--- config.mk ---
export PLATFORM = sky130hd
export DESIGN_NAME = fts_frame_sync
export DESIGN_NICKNAME = d
export VERILOG_FILES = /design/src/inc/fts_pkg.sv /design/src/inc/fts_sync_if.sv /design/src/verilog/fts_frame_sync.sv /design/src/verilog/fts_edge_detect.sv /design/src/verilog/fts_pulse.sv
export SDC_FILE = /design/constraint.sdc
export NUM_CORES = 1
export LEC_CHECK = 0
export BUFFER_PORTS_ARGS = -buffer_cell sky130_fd_sc_hd__buf_2
export CORE_MARGIN = 2
export CORE_UTILIZATION = 50
export CTS_BUF_LIST = sky130_fd_sc_hd__clkbuf_4 sky130_fd_sc_hd__clkbuf_8 sky130_fd_sc_hd__clkbuf_16
export CTS_CLUSTER_SIZE = 10
export DETAILED_ROUTE_END_ITERATION = 12
export PLACE_DENSITY = 0.8
export REMOVE_ABC_BUFFERS = 1
export SYNTH_ARGS = -nofsm -noshare
export SYNTH_HDL_FRONTEND = slang
export SYNTH_SLANG_ARGS = --single-unit
--- constraint.sdc ---
create_clock -name mclk -period 2.8 [get_ports mclk]
set_input_delay 0.42 -clock mclk [delete_from_list [all_inputs] [get_ports mclk]]
set_output_delay 0.42 -clock mclk [all_outputs]
set_load 0.01 [all_outputs]
--- src/inc/fts_pkg.sv ---
package fts_pkg;

  // ----------------------------------------------------------------
  // widths
  // ----------------------------------------------------------------
  localparam int FTS_AW = 8;
  localparam int FTS_DW = 32;
  localparam int FTS_CW = 16;
  localparam int FTS_NPIN = 3;

  // ----------------------------------------------------------------
  // register byte offsets
  // ----------------------------------------------------------------
  localparam logic [7:0] FTS_CTRL_OFS = 8'h00;
  localparam logic [7:0] FTS_LINE_LIM_OFS = 8'h04;
  localparam logic [7:0] FTS_FIELD_LIM_OFS = 8'h08;
  localparam logic [7:0] FTS_HPRE_OFS = 8'h0c;
  localparam logic [7:0] FTS_VPRE_OFS = 8'h10;
  localparam logic [7:0] FTS_SAMP_OFS = 8'h14;
  localparam logic [7:0] FTS_WIDTH_OFS = 8'h18;
  localparam logic [7:0] FTS_COUNT_OFS = 8'h1c;

  // ----------------------------------------------------------------
  // field positions
  // ----------------------------------------------------------------
  localparam int FTS_HMODE_LSB = 0;
  localparam int FTS_VMODE_LSB = 2;
  localparam int FTS_CMODE_LSB = 4;
  localparam int FTS_FOLLOW_BIT = 8;
  localparam int FTS_LO_LSB = 0;
  localparam int FTS_HI_LSB = 16;

  // pin index within the three sync pins
  localparam int FTS_PIN_H = 0;
  localparam int FTS_PIN_V = 1;
  localparam int FTS_PIN_C = 2;

  // ----------------------------------------------------------------
  // pin modes and reset values
  // ----------------------------------------------------------------
  localparam logic [1:0] FTS_MODE_HIZ = 2'h0;
  localparam logic [1:0] FTS_MODE_IN = 2'h1;
  localparam logic [1:0] FTS_MODE_OUT = 2'h2;
  localparam logic [15:0] FTS_RST_LIM = 16'hffff;
  localparam logic [15:0] FTS_RST_PRE = 16'h0000;
  localparam logic [15:0] FTS_RST_SAMP = 16'h0000;
  localparam logic [15:0] FTS_RST_HWID = 16'h0010;
  localparam logic [15:0] FTS_RST_VWID = 16'h0003;
  localparam logic [2:0] FTS_RST_LEVEL = 3'h7;

  // ----------------------------------------------------------------
  // bus answers and handshake states
  // ----------------------------------------------------------------
  localparam logic [1:0] FTS_RESP_OKAY = 2'h0;
  localparam logic [1:0] FTS_RESP_SLVERR = 2'h2;

  typedef enum logic [1:0] {FTS_W_IDLE = 2'b01, FTS_W_RESP = 2'b10} fts_wst_t;
  typedef enum logic [1:0] {FTS_R_IDLE = 2'b01, FTS_R_DATA = 2'b10} fts_rst_t;

endpackage

--- src/inc/fts_sync_if.sv ---
`timescale 1ns/1ps
interface fts_sync_if;
  logic [2:0] pin_level;
  logic [2:0] pin_input_en;
  logic [2:0] sync_level;
  logic [2:0] fall;

  modport det (input pin_level, input pin_input_en, output sync_level, output fall);
  modport core (output pin_level, output pin_input_en, input sync_level, input fall);
endinterface

--- src/verilog/fts_frame_sync.sv ---
// Our own choices: the AXI4-Lite register port and the address map.
`timescale 1ns/1ps
module fts_frame_sync (
  // clock and reset
  input wire logic mclk,
  input wire logic reset,
  // axi4-lite write address
  input wire logic [fts_pkg::FTS_AW-1:0] s_axi_awaddr,
  input wire logic s_axi_awvalid,
  output logic s_axi_awready,
  // axi4-lite write data
  input wire logic [fts_pkg::FTS_DW-1:0] s_axi_wdata,
  input wire logic [3:0] s_axi_wstrb,
  input wire logic s_axi_wvalid,
  output logic s_axi_wready,
  // axi4-lite write response
  output logic [1:0] s_axi_bresp,
  output logic s_axi_bvalid,
  input wire logic s_axi_bready,
  // axi4-lite read
  input wire logic [fts_pkg::FTS_AW-1:0] s_axi_araddr,
  input wire logic s_axi_arvalid,
  output logic s_axi_arready,
  output logic [fts_pkg::FTS_DW-1:0] s_axi_rdata,
  output logic [1:0] s_axi_rresp,
  output logic s_axi_rvalid,
  input wire logic s_axi_rready,
  // sync pins, bit 0 horizontal, 1 vertical, 2 composite, active low
  input wire logic [fts_pkg::FTS_NPIN-1:0] sync_pin_in,
  output logic [fts_pkg::FTS_NPIN-1:0] sync_pin_out,
  output logic [fts_pkg::FTS_NPIN-1:0] sync_pin_oe
);
  import fts_pkg::*;

  typedef struct packed {
    logic [1:0] hsync_pin_mode;
    logic [1:0] vsync_pin_mode;
    logic [1:0] composite_sync_pin_pin_mode;
    logic sync_follow_select;
    logic [FTS_CW-1:0] line_length_limit;
    logic [FTS_CW-1:0] field_length_limit;
    logic [FTS_CW-1:0] horiz_preload;
    logic [FTS_CW-1:0] vert_preload;
    logic [FTS_CW-1:0] serration_sample_point;
    logic [FTS_CW-1:0] hsync_width;
    logic [FTS_CW-1:0] vsync_width;
    logic [FTS_CW-1:0] horiz_counter;
    logic [FTS_CW-1:0] vert_counter;
    logic serr_seen;
    logic [2:0] pin_out;
    logic [2:0] pin_oe;
    fts_wst_t wst;
    fts_rst_t rst;
    logic aw_have;
    logic w_have;
    logic [FTS_AW-1:0] awaddr;
    logic [FTS_DW-1:0] wdata;
    logic [3:0] wstrb;
    logic awready;
    logic wready;
    logic bvalid;
    logic [1:0] bresp;
    logic arready;
    logic rvalid;
    logic [FTS_DW-1:0] rdata;
    logic [1:0] rresp;
  } fts_st_t;

  fts_st_t st_reg;
  fts_st_t st_next;

  fts_sync_if sif ();
  logic h_load;
  logic v_load;
  logic line_end;
  logic field_end;
  logic samp_hit;
  logic serr_first;
  logic start_h;
  logic start_v;
  logic h_act;
  logic v_act;
  logic [2:0] pin_act;

  // ----------------------------------------------------------------
  // register readback, bit 32 flags a mapped address
  // ----------------------------------------------------------------
  function automatic logic [FTS_DW:0] reg_word(input fts_st_t s, input logic [FTS_AW-1:0] a);
    logic [FTS_DW-1:0] w;
    logic hit;
    w = '0;
    hit = 1'b1;
    case (a)
      FTS_CTRL_OFS: begin
        w[FTS_HMODE_LSB +: 2] = s.hsync_pin_mode;
        w[FTS_VMODE_LSB +: 2] = s.vsync_pin_mode;
        w[FTS_CMODE_LSB +: 2] = s.composite_sync_pin_pin_mode;
        w[FTS_FOLLOW_BIT] = s.sync_follow_select;
      end
      FTS_LINE_LIM_OFS: w[FTS_LO_LSB +: FTS_CW] = s.line_length_limit;
      FTS_FIELD_LIM_OFS: w[FTS_LO_LSB +: FTS_CW] = s.field_length_limit;
      FTS_HPRE_OFS: w[FTS_LO_LSB +: FTS_CW] = s.horiz_preload;
      FTS_VPRE_OFS: w[FTS_LO_LSB +: FTS_CW] = s.vert_preload;
      FTS_SAMP_OFS: w[FTS_LO_LSB +: FTS_CW] = s.serration_sample_point;
      FTS_WIDTH_OFS: begin
        w[FTS_LO_LSB +: FTS_CW] = s.hsync_width;
        w[FTS_HI_LSB +: FTS_CW] = s.vsync_width;
      end
      FTS_COUNT_OFS: begin
        w[FTS_LO_LSB +: FTS_CW] = s.horiz_counter;
        w[FTS_HI_LSB +: FTS_CW] = s.vert_counter;
      end
      default: hit = 1'b0;
    endcase
    return {hit, w};
  endfunction

  // ----------------------------------------------------------------
  // input edges and counter events
  // ----------------------------------------------------------------
  assign sif.pin_level = sync_pin_in;
  assign sif.pin_input_en[FTS_PIN_H] = (st_reg.hsync_pin_mode == FTS_MODE_IN);
  assign sif.pin_input_en[FTS_PIN_V] = (st_reg.vsync_pin_mode == FTS_MODE_IN);
  assign sif.pin_input_en[FTS_PIN_C] = (st_reg.composite_sync_pin_pin_mode == FTS_MODE_IN);

  fts_edge_detect u_edge (
    .mclk(mclk),
    .reset(reset),
    .sif(sif)
  );

  assign line_end = (st_reg.horiz_counter == st_reg.line_length_limit);
  assign field_end = line_end && (st_reg.vert_counter == st_reg.field_length_limit);
  assign samp_hit = (st_reg.horiz_counter == st_reg.serration_sample_point);
  // a low sample after a high one marks the start of vertical sync
  assign serr_first = samp_hit && sif.pin_input_en[FTS_PIN_C]
    && !sif.sync_level[FTS_PIN_C] && !st_reg.serr_seen;
  assign h_load = sif.fall[FTS_PIN_H] | sif.fall[FTS_PIN_C];
  assign v_load = sif.fall[FTS_PIN_V] | serr_first;
  // counter pulses always; external ones only when following
  assign start_h = line_end | (st_reg.sync_follow_select & h_load);
  assign start_v = field_end | (st_reg.sync_follow_select & v_load);

  fts_pulse u_hpulse (
    .mclk(mclk),
    .reset(reset),
    .start(start_h),
    .tick(1'b1),
    .width(st_reg.hsync_width),
    .active(h_act)
  );

  // vertical pulse width counts lines, not clocks
  fts_pulse u_vpulse (
    .mclk(mclk),
    .reset(reset),
    .start(start_v),
    .tick(line_end),
    .width(st_reg.vsync_width),
    .active(v_act)
  );

  assign pin_act[FTS_PIN_H] = h_act;
  assign pin_act[FTS_PIN_V] = v_act;
  assign pin_act[FTS_PIN_C] = h_act ^ v_act;

  // ----------------------------------------------------------------
  // next state
  // ----------------------------------------------------------------
  always_comb begin
    logic [FTS_DW:0] rw;
    logic [FTS_DW-1:0] mask;
    logic [FTS_DW-1:0] mg;
    rw = '0;
    mask = '0;
    mg = '0;
    st_next = st_reg;

    // counters ignore the follow select entirely
    if (h_load) begin
      st_next.horiz_counter = st_reg.horiz_preload;
    end else if (line_end) begin
      st_next.horiz_counter = '0;
    end else begin
      st_next.horiz_counter = st_reg.horiz_counter + 16'h0001;
    end
    if (v_load) begin
      st_next.vert_counter = st_reg.vert_preload;
    end else if (field_end) begin
      st_next.vert_counter = '0;
    end else if (line_end) begin
      st_next.vert_counter = st_reg.vert_counter + 16'h0001;
    end
    if (samp_hit && sif.pin_input_en[FTS_PIN_C]) begin
      st_next.serr_seen = ~sif.sync_level[FTS_PIN_C];
    end

    // pins registered once more so the edge-to-pin path is four clocks
    st_next.pin_out = ~pin_act;
    st_next.pin_oe[FTS_PIN_H] = (st_reg.hsync_pin_mode == FTS_MODE_OUT);
    st_next.pin_oe[FTS_PIN_V] = (st_reg.vsync_pin_mode == FTS_MODE_OUT);
    st_next.pin_oe[FTS_PIN_C] = (st_reg.composite_sync_pin_pin_mode == FTS_MODE_OUT);

    // write channel: address and data accepted in either order
    case (st_reg.wst)
      FTS_W_IDLE: begin
        if (s_axi_awvalid && st_reg.awready) begin
          st_next.aw_have = 1'b1;
          st_next.awaddr = s_axi_awaddr;
        end
        if (s_axi_wvalid && st_reg.wready) begin
          st_next.w_have = 1'b1;
          st_next.wdata = s_axi_wdata;
          st_next.wstrb = s_axi_wstrb;
        end
        if (st_next.aw_have && st_next.w_have) begin
          rw = reg_word(st_reg, st_next.awaddr);
          mask = {{8{st_next.wstrb[3]}}, {8{st_next.wstrb[2]}},
                  {8{st_next.wstrb[1]}}, {8{st_next.wstrb[0]}}};
          mg = (rw[FTS_DW-1:0] & ~mask) | (st_next.wdata & mask);
          st_next.bresp = rw[FTS_DW] ? FTS_RESP_OKAY : FTS_RESP_SLVERR;
          case (st_next.awaddr)
            FTS_CTRL_OFS: begin
              st_next.hsync_pin_mode = mg[FTS_HMODE_LSB +: 2];
              st_next.vsync_pin_mode = mg[FTS_VMODE_LSB +: 2];
              st_next.composite_sync_pin_pin_mode = mg[FTS_CMODE_LSB +: 2];
              st_next.sync_follow_select = mg[FTS_FOLLOW_BIT];
            end
            FTS_LINE_LIM_OFS: st_next.line_length_limit = mg[FTS_LO_LSB +: FTS_CW];
            FTS_FIELD_LIM_OFS: st_next.field_length_limit = mg[FTS_LO_LSB +: FTS_CW];
            FTS_HPRE_OFS: st_next.horiz_preload = mg[FTS_LO_LSB +: FTS_CW];
            FTS_VPRE_OFS: st_next.vert_preload = mg[FTS_LO_LSB +: FTS_CW];
            FTS_SAMP_OFS: st_next.serration_sample_point = mg[FTS_LO_LSB +: FTS_CW];
            FTS_WIDTH_OFS: begin
              st_next.hsync_width = mg[FTS_LO_LSB +: FTS_CW];
              st_next.vsync_width = mg[FTS_HI_LSB +: FTS_CW];
            end
            default: begin
            end
          endcase
          st_next.bvalid = 1'b1;
          st_next.wst = FTS_W_RESP;
        end
        st_next.awready = !st_next.aw_have;
        st_next.wready = !st_next.w_have;
      end
      FTS_W_RESP: begin
        if (s_axi_bready) begin
          st_next.bvalid = 1'b0;
          st_next.aw_have = 1'b0;
          st_next.w_have = 1'b0;
          st_next.awready = 1'b1;
          st_next.wready = 1'b1;
          st_next.wst = FTS_W_IDLE;
        end
      end
      default: st_next.wst = FTS_W_IDLE;
    endcase

    // read channel: one cycle to answer, counters read live
    case (st_reg.rst)
      FTS_R_IDLE: begin
        if (s_axi_arvalid) begin
          rw = reg_word(st_reg, s_axi_araddr);
          st_next.rdata = rw[FTS_DW-1:0];
          st_next.rresp = rw[FTS_DW] ? FTS_RESP_OKAY : FTS_RESP_SLVERR;
          st_next.rvalid = 1'b1;
          st_next.arready = 1'b0;
          st_next.rst = FTS_R_DATA;
        end
      end
      FTS_R_DATA: begin
        if (s_axi_rready) begin
          st_next.rvalid = 1'b0;
          st_next.arready = 1'b1;
          st_next.rst = FTS_R_IDLE;
        end
      end
      default: st_next.rst = FTS_R_IDLE;
    endcase
  end

  // ----------------------------------------------------------------
  // state register
  // ----------------------------------------------------------------
  always_ff @(posedge mclk) begin
    if (reset) begin
      st_reg <= '0;
      st_reg.hsync_pin_mode <= FTS_MODE_HIZ;
      st_reg.vsync_pin_mode <= FTS_MODE_HIZ;
      st_reg.composite_sync_pin_pin_mode <= FTS_MODE_HIZ;
      st_reg.line_length_limit <= FTS_RST_LIM;
      st_reg.field_length_limit <= FTS_RST_LIM;
      st_reg.horiz_preload <= FTS_RST_PRE;
      st_reg.vert_preload <= FTS_RST_PRE;
      st_reg.serration_sample_point <= FTS_RST_SAMP;
      st_reg.hsync_width <= FTS_RST_HWID;
      st_reg.vsync_width <= FTS_RST_VWID;
      st_reg.pin_out <= FTS_RST_LEVEL;
      st_reg.wst <= FTS_W_IDLE;
      st_reg.rst <= FTS_R_IDLE;
      st_reg.awready <= 1'b1;
      st_reg.wready <= 1'b1;
      st_reg.arready <= 1'b1;
    end else begin
      st_reg <= st_next;
    end
  end

  assign s_axi_awready = st_reg.awready;
  assign s_axi_wready = st_reg.wready;
  assign s_axi_bvalid = st_reg.bvalid;
  assign s_axi_bresp = st_reg.bresp;
  assign s_axi_arready = st_reg.arready;
  assign s_axi_rvalid = st_reg.rvalid;
  assign s_axi_rdata = st_reg.rdata;
  assign s_axi_rresp = st_reg.rresp;
  assign sync_pin_out = st_reg.pin_out;
  assign sync_pin_oe = st_reg.pin_oe;
endmodule

--- src/verilog/fts_edge_detect.sv ---
`timescale 1ns/1ps
module fts_edge_detect (
  // clock and reset
  input wire logic mclk,
  input wire logic reset,
  // pins in, strobes out
  fts_sync_if.det sif
);
  import fts_pkg::*;

  typedef struct packed {
    logic [2:0] s1;
    logic [2:0] s2;
    logic [2:0] prev;
  } fts_edge_st_t;

  fts_edge_st_t edge_reg;
  fts_edge_st_t edge_next;

  // ----------------------------------------------------------------
  // two-flop synchroniser and previous sample
  // ----------------------------------------------------------------
  always_comb begin
    edge_next = edge_reg;
    edge_next.s1 = sif.pin_level;
    edge_next.s2 = edge_reg.s1;
    edge_next.prev = edge_reg.s2;
  end

  always_ff @(posedge mclk) begin
    if (reset) begin
      edge_next_rst: edge_reg <= '{s1: FTS_RST_LEVEL, s2: FTS_RST_LEVEL, prev: FTS_RST_LEVEL};
    end else begin
      edge_reg <= edge_next;
    end
  end

  assign sif.sync_level = edge_reg.s2;

  // ----------------------------------------------------------------
  // falling edge strobes, only for pins set as inputs
  // ----------------------------------------------------------------
  genvar gi;
  generate
    for (gi = 0; gi < FTS_NPIN; gi++) begin : g_fall
      assign sif.fall[gi] = sif.pin_input_en[gi] & edge_reg.prev[gi] & ~edge_reg.s2[gi];

    end
  endgenerate
endmodule

--- src/verilog/fts_pulse.sv ---
`timescale 1ns/1ps
module fts_pulse (
  // clock and reset
  input wire logic mclk,
  input wire logic reset,
  // pulse control
  input wire logic start,
  input wire logic tick,
  input wire logic [fts_pkg::FTS_CW-1:0] width,
  // pulse out
  output logic active
);
  import fts_pkg::*;

  typedef struct packed {
    logic active;
    logic [FTS_CW-1:0] cnt;
  } fts_pulse_st_t;

  fts_pulse_st_t pulse_reg;
  fts_pulse_st_t pulse_next;

  // a zero width still gives one tick, so a start is never lost
  always_comb begin
    pulse_next = pulse_reg;
    if (start) begin
      pulse_next.active = 1'b1;
      pulse_next.cnt = width;
    end else if (pulse_reg.active && tick) begin
      if (pulse_reg.cnt <= 16'h0001) begin
        pulse_next.active = 1'b0;
      end
      pulse_next.cnt = pulse_reg.cnt - 16'h0001;
    end
  end

  always_ff @(posedge mclk) begin
    if (reset) begin
      pulse_reg <= '0;
    end else begin
      pulse_reg <= pulse_next;
    end
  end

  assign active = pulse_reg.active;
endmodule

==> report_table.html <==
<table>
<tr><th>Metric</th><th>Value</th></tr>
<tr><th colspan="2">Status</th></tr>
<tr><td>Outcome</td><td>completed</td></tr>
<tr><th colspan="2">Clock network</th></tr>
<tr><td>Clock sink total</td><td>290</td></tr>
<tr><td>H-tree depth</td><td>2</td></tr>
<tr><td>Latest clock arrival within the worst-skew pair</td><td>0.53 ns</td></tr>
<tr><td>Post-CTS setup buffer count</td><td>0</td></tr>
<tr><td>Clock edge transition at the registers on the reported setup and hold paths</td><td>0.06 ns</td></tr>
<tr><td>Hold buffer count at CTS</td><td>0</td></tr>
<tr><td>TritonCTS clock tree</td><td>built</td></tr>
<tr><td>Cell chosen for the clock root</td><td>sky130_fd_sc_hd__clkbuf_16</td></tr>
<tr><td># resized after CTS</td><td>0</td></tr>
<tr><td>Clk buf depth</td><td>3</td></tr>
<tr><td>TritonCTS Buffers</td><td>35</td></tr>
<tr><th colspan="2">Detailed routing</th></tr>
<tr><td>Post-detailed-route wirelength per cell</td><td>about 23 um</td></tr>
<tr><td>Number of vias after detailed routing</td><td>15020</td></tr>
<tr><td>Antenna Violating Nets Remaining</td><td>0</td></tr>
<tr><td>Final routed DRC violation total</td><td>0</td></tr>
<tr><td>Detailed-routing iteration count for the pre-antenna-repair pass</td><td>6</td></tr>
<tr><td>1st-iter DRT viols</td><td>approximately 2000</td></tr>
<tr><td>Routed WL</td><td>52.3 mm</td></tr>
<tr><td>Post-DR vias/cell</td><td>6.61</td></tr>
<tr><th colspan="2">Placement</th></tr>
<tr><td>Number of buffers added on ports</td><td>106</td></tr>
<tr><td>Pre-CTS setup slack</td><td>0.173 ns</td></tr>
<tr><td>Area post-placement</td><td>16300 um^2</td></tr>
<tr><td>Dpl hpwl</td><td>37.1 mm</td></tr>
<tr><td>Weighted congestion reported at the end of routability-driven placement</td><td>1.00</td></tr>
<tr><th colspan="2">Global route</th></tr>
<tr><td>Congestion Overflow GR</td><td>0</td></tr>
<tr><td>Wire length of the first global-routing pass</td><td>roughly 81 mm</td></tr>
<tr><td>Initial antenna violation count</td><td>0</td></tr>
<tr><td>Largest net degree at the start of global routing</td><td>109</td></tr>
<tr><td>Global-route total usage across every layer</td><td>31.0%</td></tr>
<tr><td>Vias in the first global route</td><td>13884</td></tr>
<tr><th colspan="2">Logic synthesis</th></tr>
<tr><td>Number of register bits inferred by synthesis</td><td>290</td></tr>
<tr><td>Number of enable-type register cells in the synthesized netlist</td><td>0</td></tr>
<tr><td>Gate Count Post-Synth</td><td>1839</td></tr>
<tr><td>Count of synthesis-stage warnings from yosys</td><td>0</td></tr>
<tr><td>Cell area after technology mapping</td><td>15600 um^2</td></tr>
<tr><td>Avg Inst Size Synth</td><td>8.48 um^2</td></tr>
<tr><td>Sequential element share of the synthesized area</td><td>37.2%</td></tr>
<tr><td>Count of distinct cell types in the synthesized netlist</td><td>89</td></tr>
<tr><td>Share of synthesized flip-flops with an asynchronous set or reset</td><td>0%</td></tr>
<tr><td>Most used flip-flop cell after synthesis</td><td>sky130_fd_sc_hd__dfxtp_1</td></tr>
<tr><th colspan="2">Floorplanning</th></tr>
<tr><td>Number of placement rows</td><td>64</td></tr>
<tr><td>Area of the die</td><td>32600 um^2</td></tr>
<tr><td>Width of the die</td><td>181 um</td></tr>
<tr><td>Number of I/O pins</td><td>109</td></tr>
<tr><td>Starting utilization of the core area</td><td>between 50 and 60%</td></tr>
<tr><td>Overall die height</td><td>181 um</td></tr>
<tr><td>Core Region</td><td>30700 um^2</td></tr>
<tr><th colspan="2">Flow run</th></tr>
<tr><td>Max Cap Viol</td><td>0</td></tr>
<tr><th colspan="2">Hold path</th></tr>
<tr><td>Worst hold stages</td><td>2</td></tr>
<tr><td>Type of the most critical hold path</td><td>input pin to register</td></tr>
<tr><td>Worst hold path startpoint</td><td>sync_pin_in[2]</td></tr>
<tr><td>Min-Delay Endpoint</td><td>u_edge.edge_next[5]$_SDFF_PP1_</td></tr>
<tr><th colspan="2">Critical path</th></tr>
<tr><td>Worst Setup Start Kind</td><td>register</td></tr>
<tr><td>Critical path required time</td><td>between 3 and 4 ns</td></tr>
<tr><td>WP data arrival</td><td>3.01 ns</td></tr>
<tr><td>CP endpoint kind</td><td>register</td></tr>
<tr><td>Largest driver fanout on the critical path</td><td>19</td></tr>
<tr><td>Launch instance of the worst register-to-register path</td><td>s_axi_awready$_SDFFE_PP1P_</td></tr>
<tr><td>Crit Path Category</td><td>register to register</td></tr>
<tr><td>Reg-to-reg setup timing slack</td><td>0.17 ns</td></tr>
<tr><td>Endpoint of the worst register-to-register path</td><td>st_reg[213]$_SDFFE_PP1P_</td></tr>
<tr><td>Depth of the worst register-to-register path</td><td>8</td></tr>
<tr><th colspan="2">Layout</th></tr>
<tr><td>Max FFs per register</td><td>slightly above 200</td></tr>
<tr><td>FILL cells</td><td>2716</td></tr>
<tr><td>Most common cell after layout, fill and taps aside</td><td>sky130_fd_sc_hd__dfxtp_1</td></tr>
<tr><td>Final cell area excluding filler cells</td><td>17300 um^2</td></tr>
<tr><td>Most used cells in the layout excluding fill and tap cells</td><td>sky130_fd_sc_hd__dfxtp_1, sky130_fd_sc_hd__nand2_1, sky130_fd_sc_hd__nor2_1</td></tr>
<tr><td>Synth-to-layout area growth</td><td>11.1%</td></tr>
<tr><td>Antenna diodes</td><td>0</td></tr>
<tr><td>Share of final-layout standard cells stronger than drive strength 1</td><td>between 10% and 20%</td></tr>
<tr><td>Number of nets in the final layout</td><td>approximately 1900</td></tr>
<tr><th colspan="2">Pwr</th></tr>
<tr><td>Switching part of the total power</td><td>between 30% and 40%</td></tr>
<tr><td>Combinational group share of total power</td><td>20.5%</td></tr>
<tr><td>Net switching power of the design</td><td>3.37 mW</td></tr>
<tr><td>Maximum resistive drop on vdd</td><td>0.556 mV</td></tr>
<tr><td>Clock group share of total power</td><td>38.2%</td></tr>
<tr><td>Leak</td><td>6.25 nW</td></tr>
<tr><td>Post-route total power</td><td>10.9 mW</td></tr>
<tr><td>Share of power burned in registers</td><td>41.3%</td></tr>
<tr><td>Internal power</td><td>7.53 mW</td></tr>
<tr><td>Power density cells</td><td>629 nW/um^2</td></tr>
<tr><th colspan="2">STA</th></tr>
<tr><td>RSZ-0062 raised after global routing</td><td>false</td></tr>
<tr><td>Period utilization</td><td>94.1%</td></tr>
<tr><td>FMAX</td><td>380 MHz</td></tr>
<tr><td>Number of hold-slack violations in the final timing report</td><td>0</td></tr>
<tr><td>Total count of max-transition violations in the final report</td><td>0</td></tr>
<tr><td>Worst-Margin Slew</td><td>between 0.8 and 0.9 ns</td></tr>
<tr><td>Setup-failing EPs final</td><td>0</td></tr>
<tr><td>Worst Setup Slack, final</td><td>about 0.17 ns</td></tr>
<tr><td>Setup TNS Final</td><td>0 ns</td></tr>
<tr><td>Final Critical Period</td><td>2.63 ns</td></tr>
<tr><td>Worst clock skew</td><td>0.0207 ns</td></tr>
<tr><td>Worst slew margin</td><td>43.4%</td></tr>
</table>
[stage by stage]
stage / std cells / utilization (%) / hold slack [ns]
finish: 2271 / 56.5 / 0.0937
global route: 2271 / 56.5 / 0.0960
CTS: 2271 / 56.5 / 0.0849
detailed placement: 2227 / 53.2 / 0.397
global placement: 2227 / 53.2 / 0.398
floorplan: 1648 / - / 0.389
[cell type report]
cell class	instances	area [um^2]	area share, %
Tap cell	396	495	2.86
Clock buffer	41	945	5.45
Timing Repair Buffer	183	1190	6.87
Clock inverter	3	55.1	0.318
Sequential cell	290	5810	33.5
Inverter	21	80.1	0.462
Multi-Input combinational cell	1337	8760	50.5
[metal layers]
layer | routed length (um) | up-vias | track usage, % | share of wire (%)
met1 | 21300 | 7170 | 42.3 | 41
met5 | 0 | - | 0 | 0
met3 | 5100 | 198 | 5.30 | 9.7
li1 | - | 6730 | - | -
met2 | 22900 | 922 | 47.0 | 44
met4 | 2970 | 0 | 16.1 | 5.7
[Yosys cell counts (20+ instances only)]
cell type	n	area share, %
sky130_fd_sc_hd__and3_1	27	1.1
sky130_fd_sc_hd__nor3_1	56	1.8
sky130_fd_sc_hd__a31oi_1	42	1.7
sky130_fd_sc_hd__o21ai_0	83	2.7
sky130_fd_sc_hd__a211oi_1	39	1.9
sky130_fd_sc_hd__nand4_1	25	1.0
sky130_fd_sc_hd__nand3_1	51	1.6
sky130_fd_sc_hd__buf_4	52	2.5
sky130_fd_sc_hd__xnor2_1	73	4.1
sky130_fd_sc_hd__clkbuf_1	84	2.0
sky130_fd_sc_hd__buf_2	39	1.3
sky130_fd_sc_hd__nand2_1	203	4.9
sky130_fd_sc_hd__dfxtp_1	290	37
sky130_fd_sc_hd__nor2_1	160	3.8
sky130_fd_sc_hd__o221ai_1	31	1.7
sky130_fd_sc_hd__mux2i_1	58	3.7
sky130_fd_sc_hd__a22oi_1	56	2.7
sky130_fd_sc_hd__a21oi_1	97	3.1
sky130_fd_sc_hd__o211ai_1	23	1.1
sky130_fd_sc_hd__inv_1	20	0.48
[worst max-delay path by stage]
stage | from | end
after floorplan | s_axi_awready$_SDFFE_PP1P_ | st_reg[192]$_SDFFE_PP0P_
after global placement | s_axi_awvalid | st_reg[206]$_SDFFE_PP0P_
after detailed placement | s_axi_awvalid | st_reg[213]$_SDFFE_PP1P_
after CTS | s_axi_awready$_SDFFE_PP1P_ | st_reg[213]$_SDFFE_PP1P_
after global routing | s_axi_awready$_SDFFE_PP1P_ | st_reg[206]$_SDFFE_PP0P_
final | s_axi_awready$_SDFFE_PP1P_ | st_reg[213]$_SDFFE_PP1P_
[worst max-delay path, stage by stage (launching register included)]
cell,delay [ns]
sky130_fd_sc_hd__dfxtp_1,0.53
sky130_fd_sc_hd__buf_4,0.23
sky130_fd_sc_hd__and3_1,0.34
sky130_fd_sc_hd__nor2_4,0.08
sky130_fd_sc_hd__buf_12,0.17
sky130_fd_sc_hd__mux2i_1,0.28
sky130_fd_sc_hd__o21ai_0,0.24
sky130_fd_sc_hd__o31ai_4,0.42
sky130_fd_sc_hd__o21ai_0,0.18
[cells by family after synthesis]
| group | after synthesis | synth area share (%) |
|---|---|---|
| AOI/OAI and AO/OA | 497 | 21.9 |
| xor gates and xnor gates | 91 | 5.11 |
| and+or+nand+nor | 646 | 20.6 |
| adders and majority gates | 6 | 0.481 |
| muxes | 95 | 7.69 |
| buffers and inverters | 213 | 6.95 |
| DFF | 290 | 37.2 |
| other | 1 | 0.0240 |
[power by group through the flow]
stage	clock (mW)	sequential (mW)	combinational (mW)
finish	4.17	4.51	2.23
CTS	4.20	4.50	2.17
detailed placement	0	4.58	2.16
floorplan	0	4.55	1.31
global placement	0	4.57	2.12
global route	4.37	4.53	2.38
Note: power is estimated with default switching activity, not from simulation.
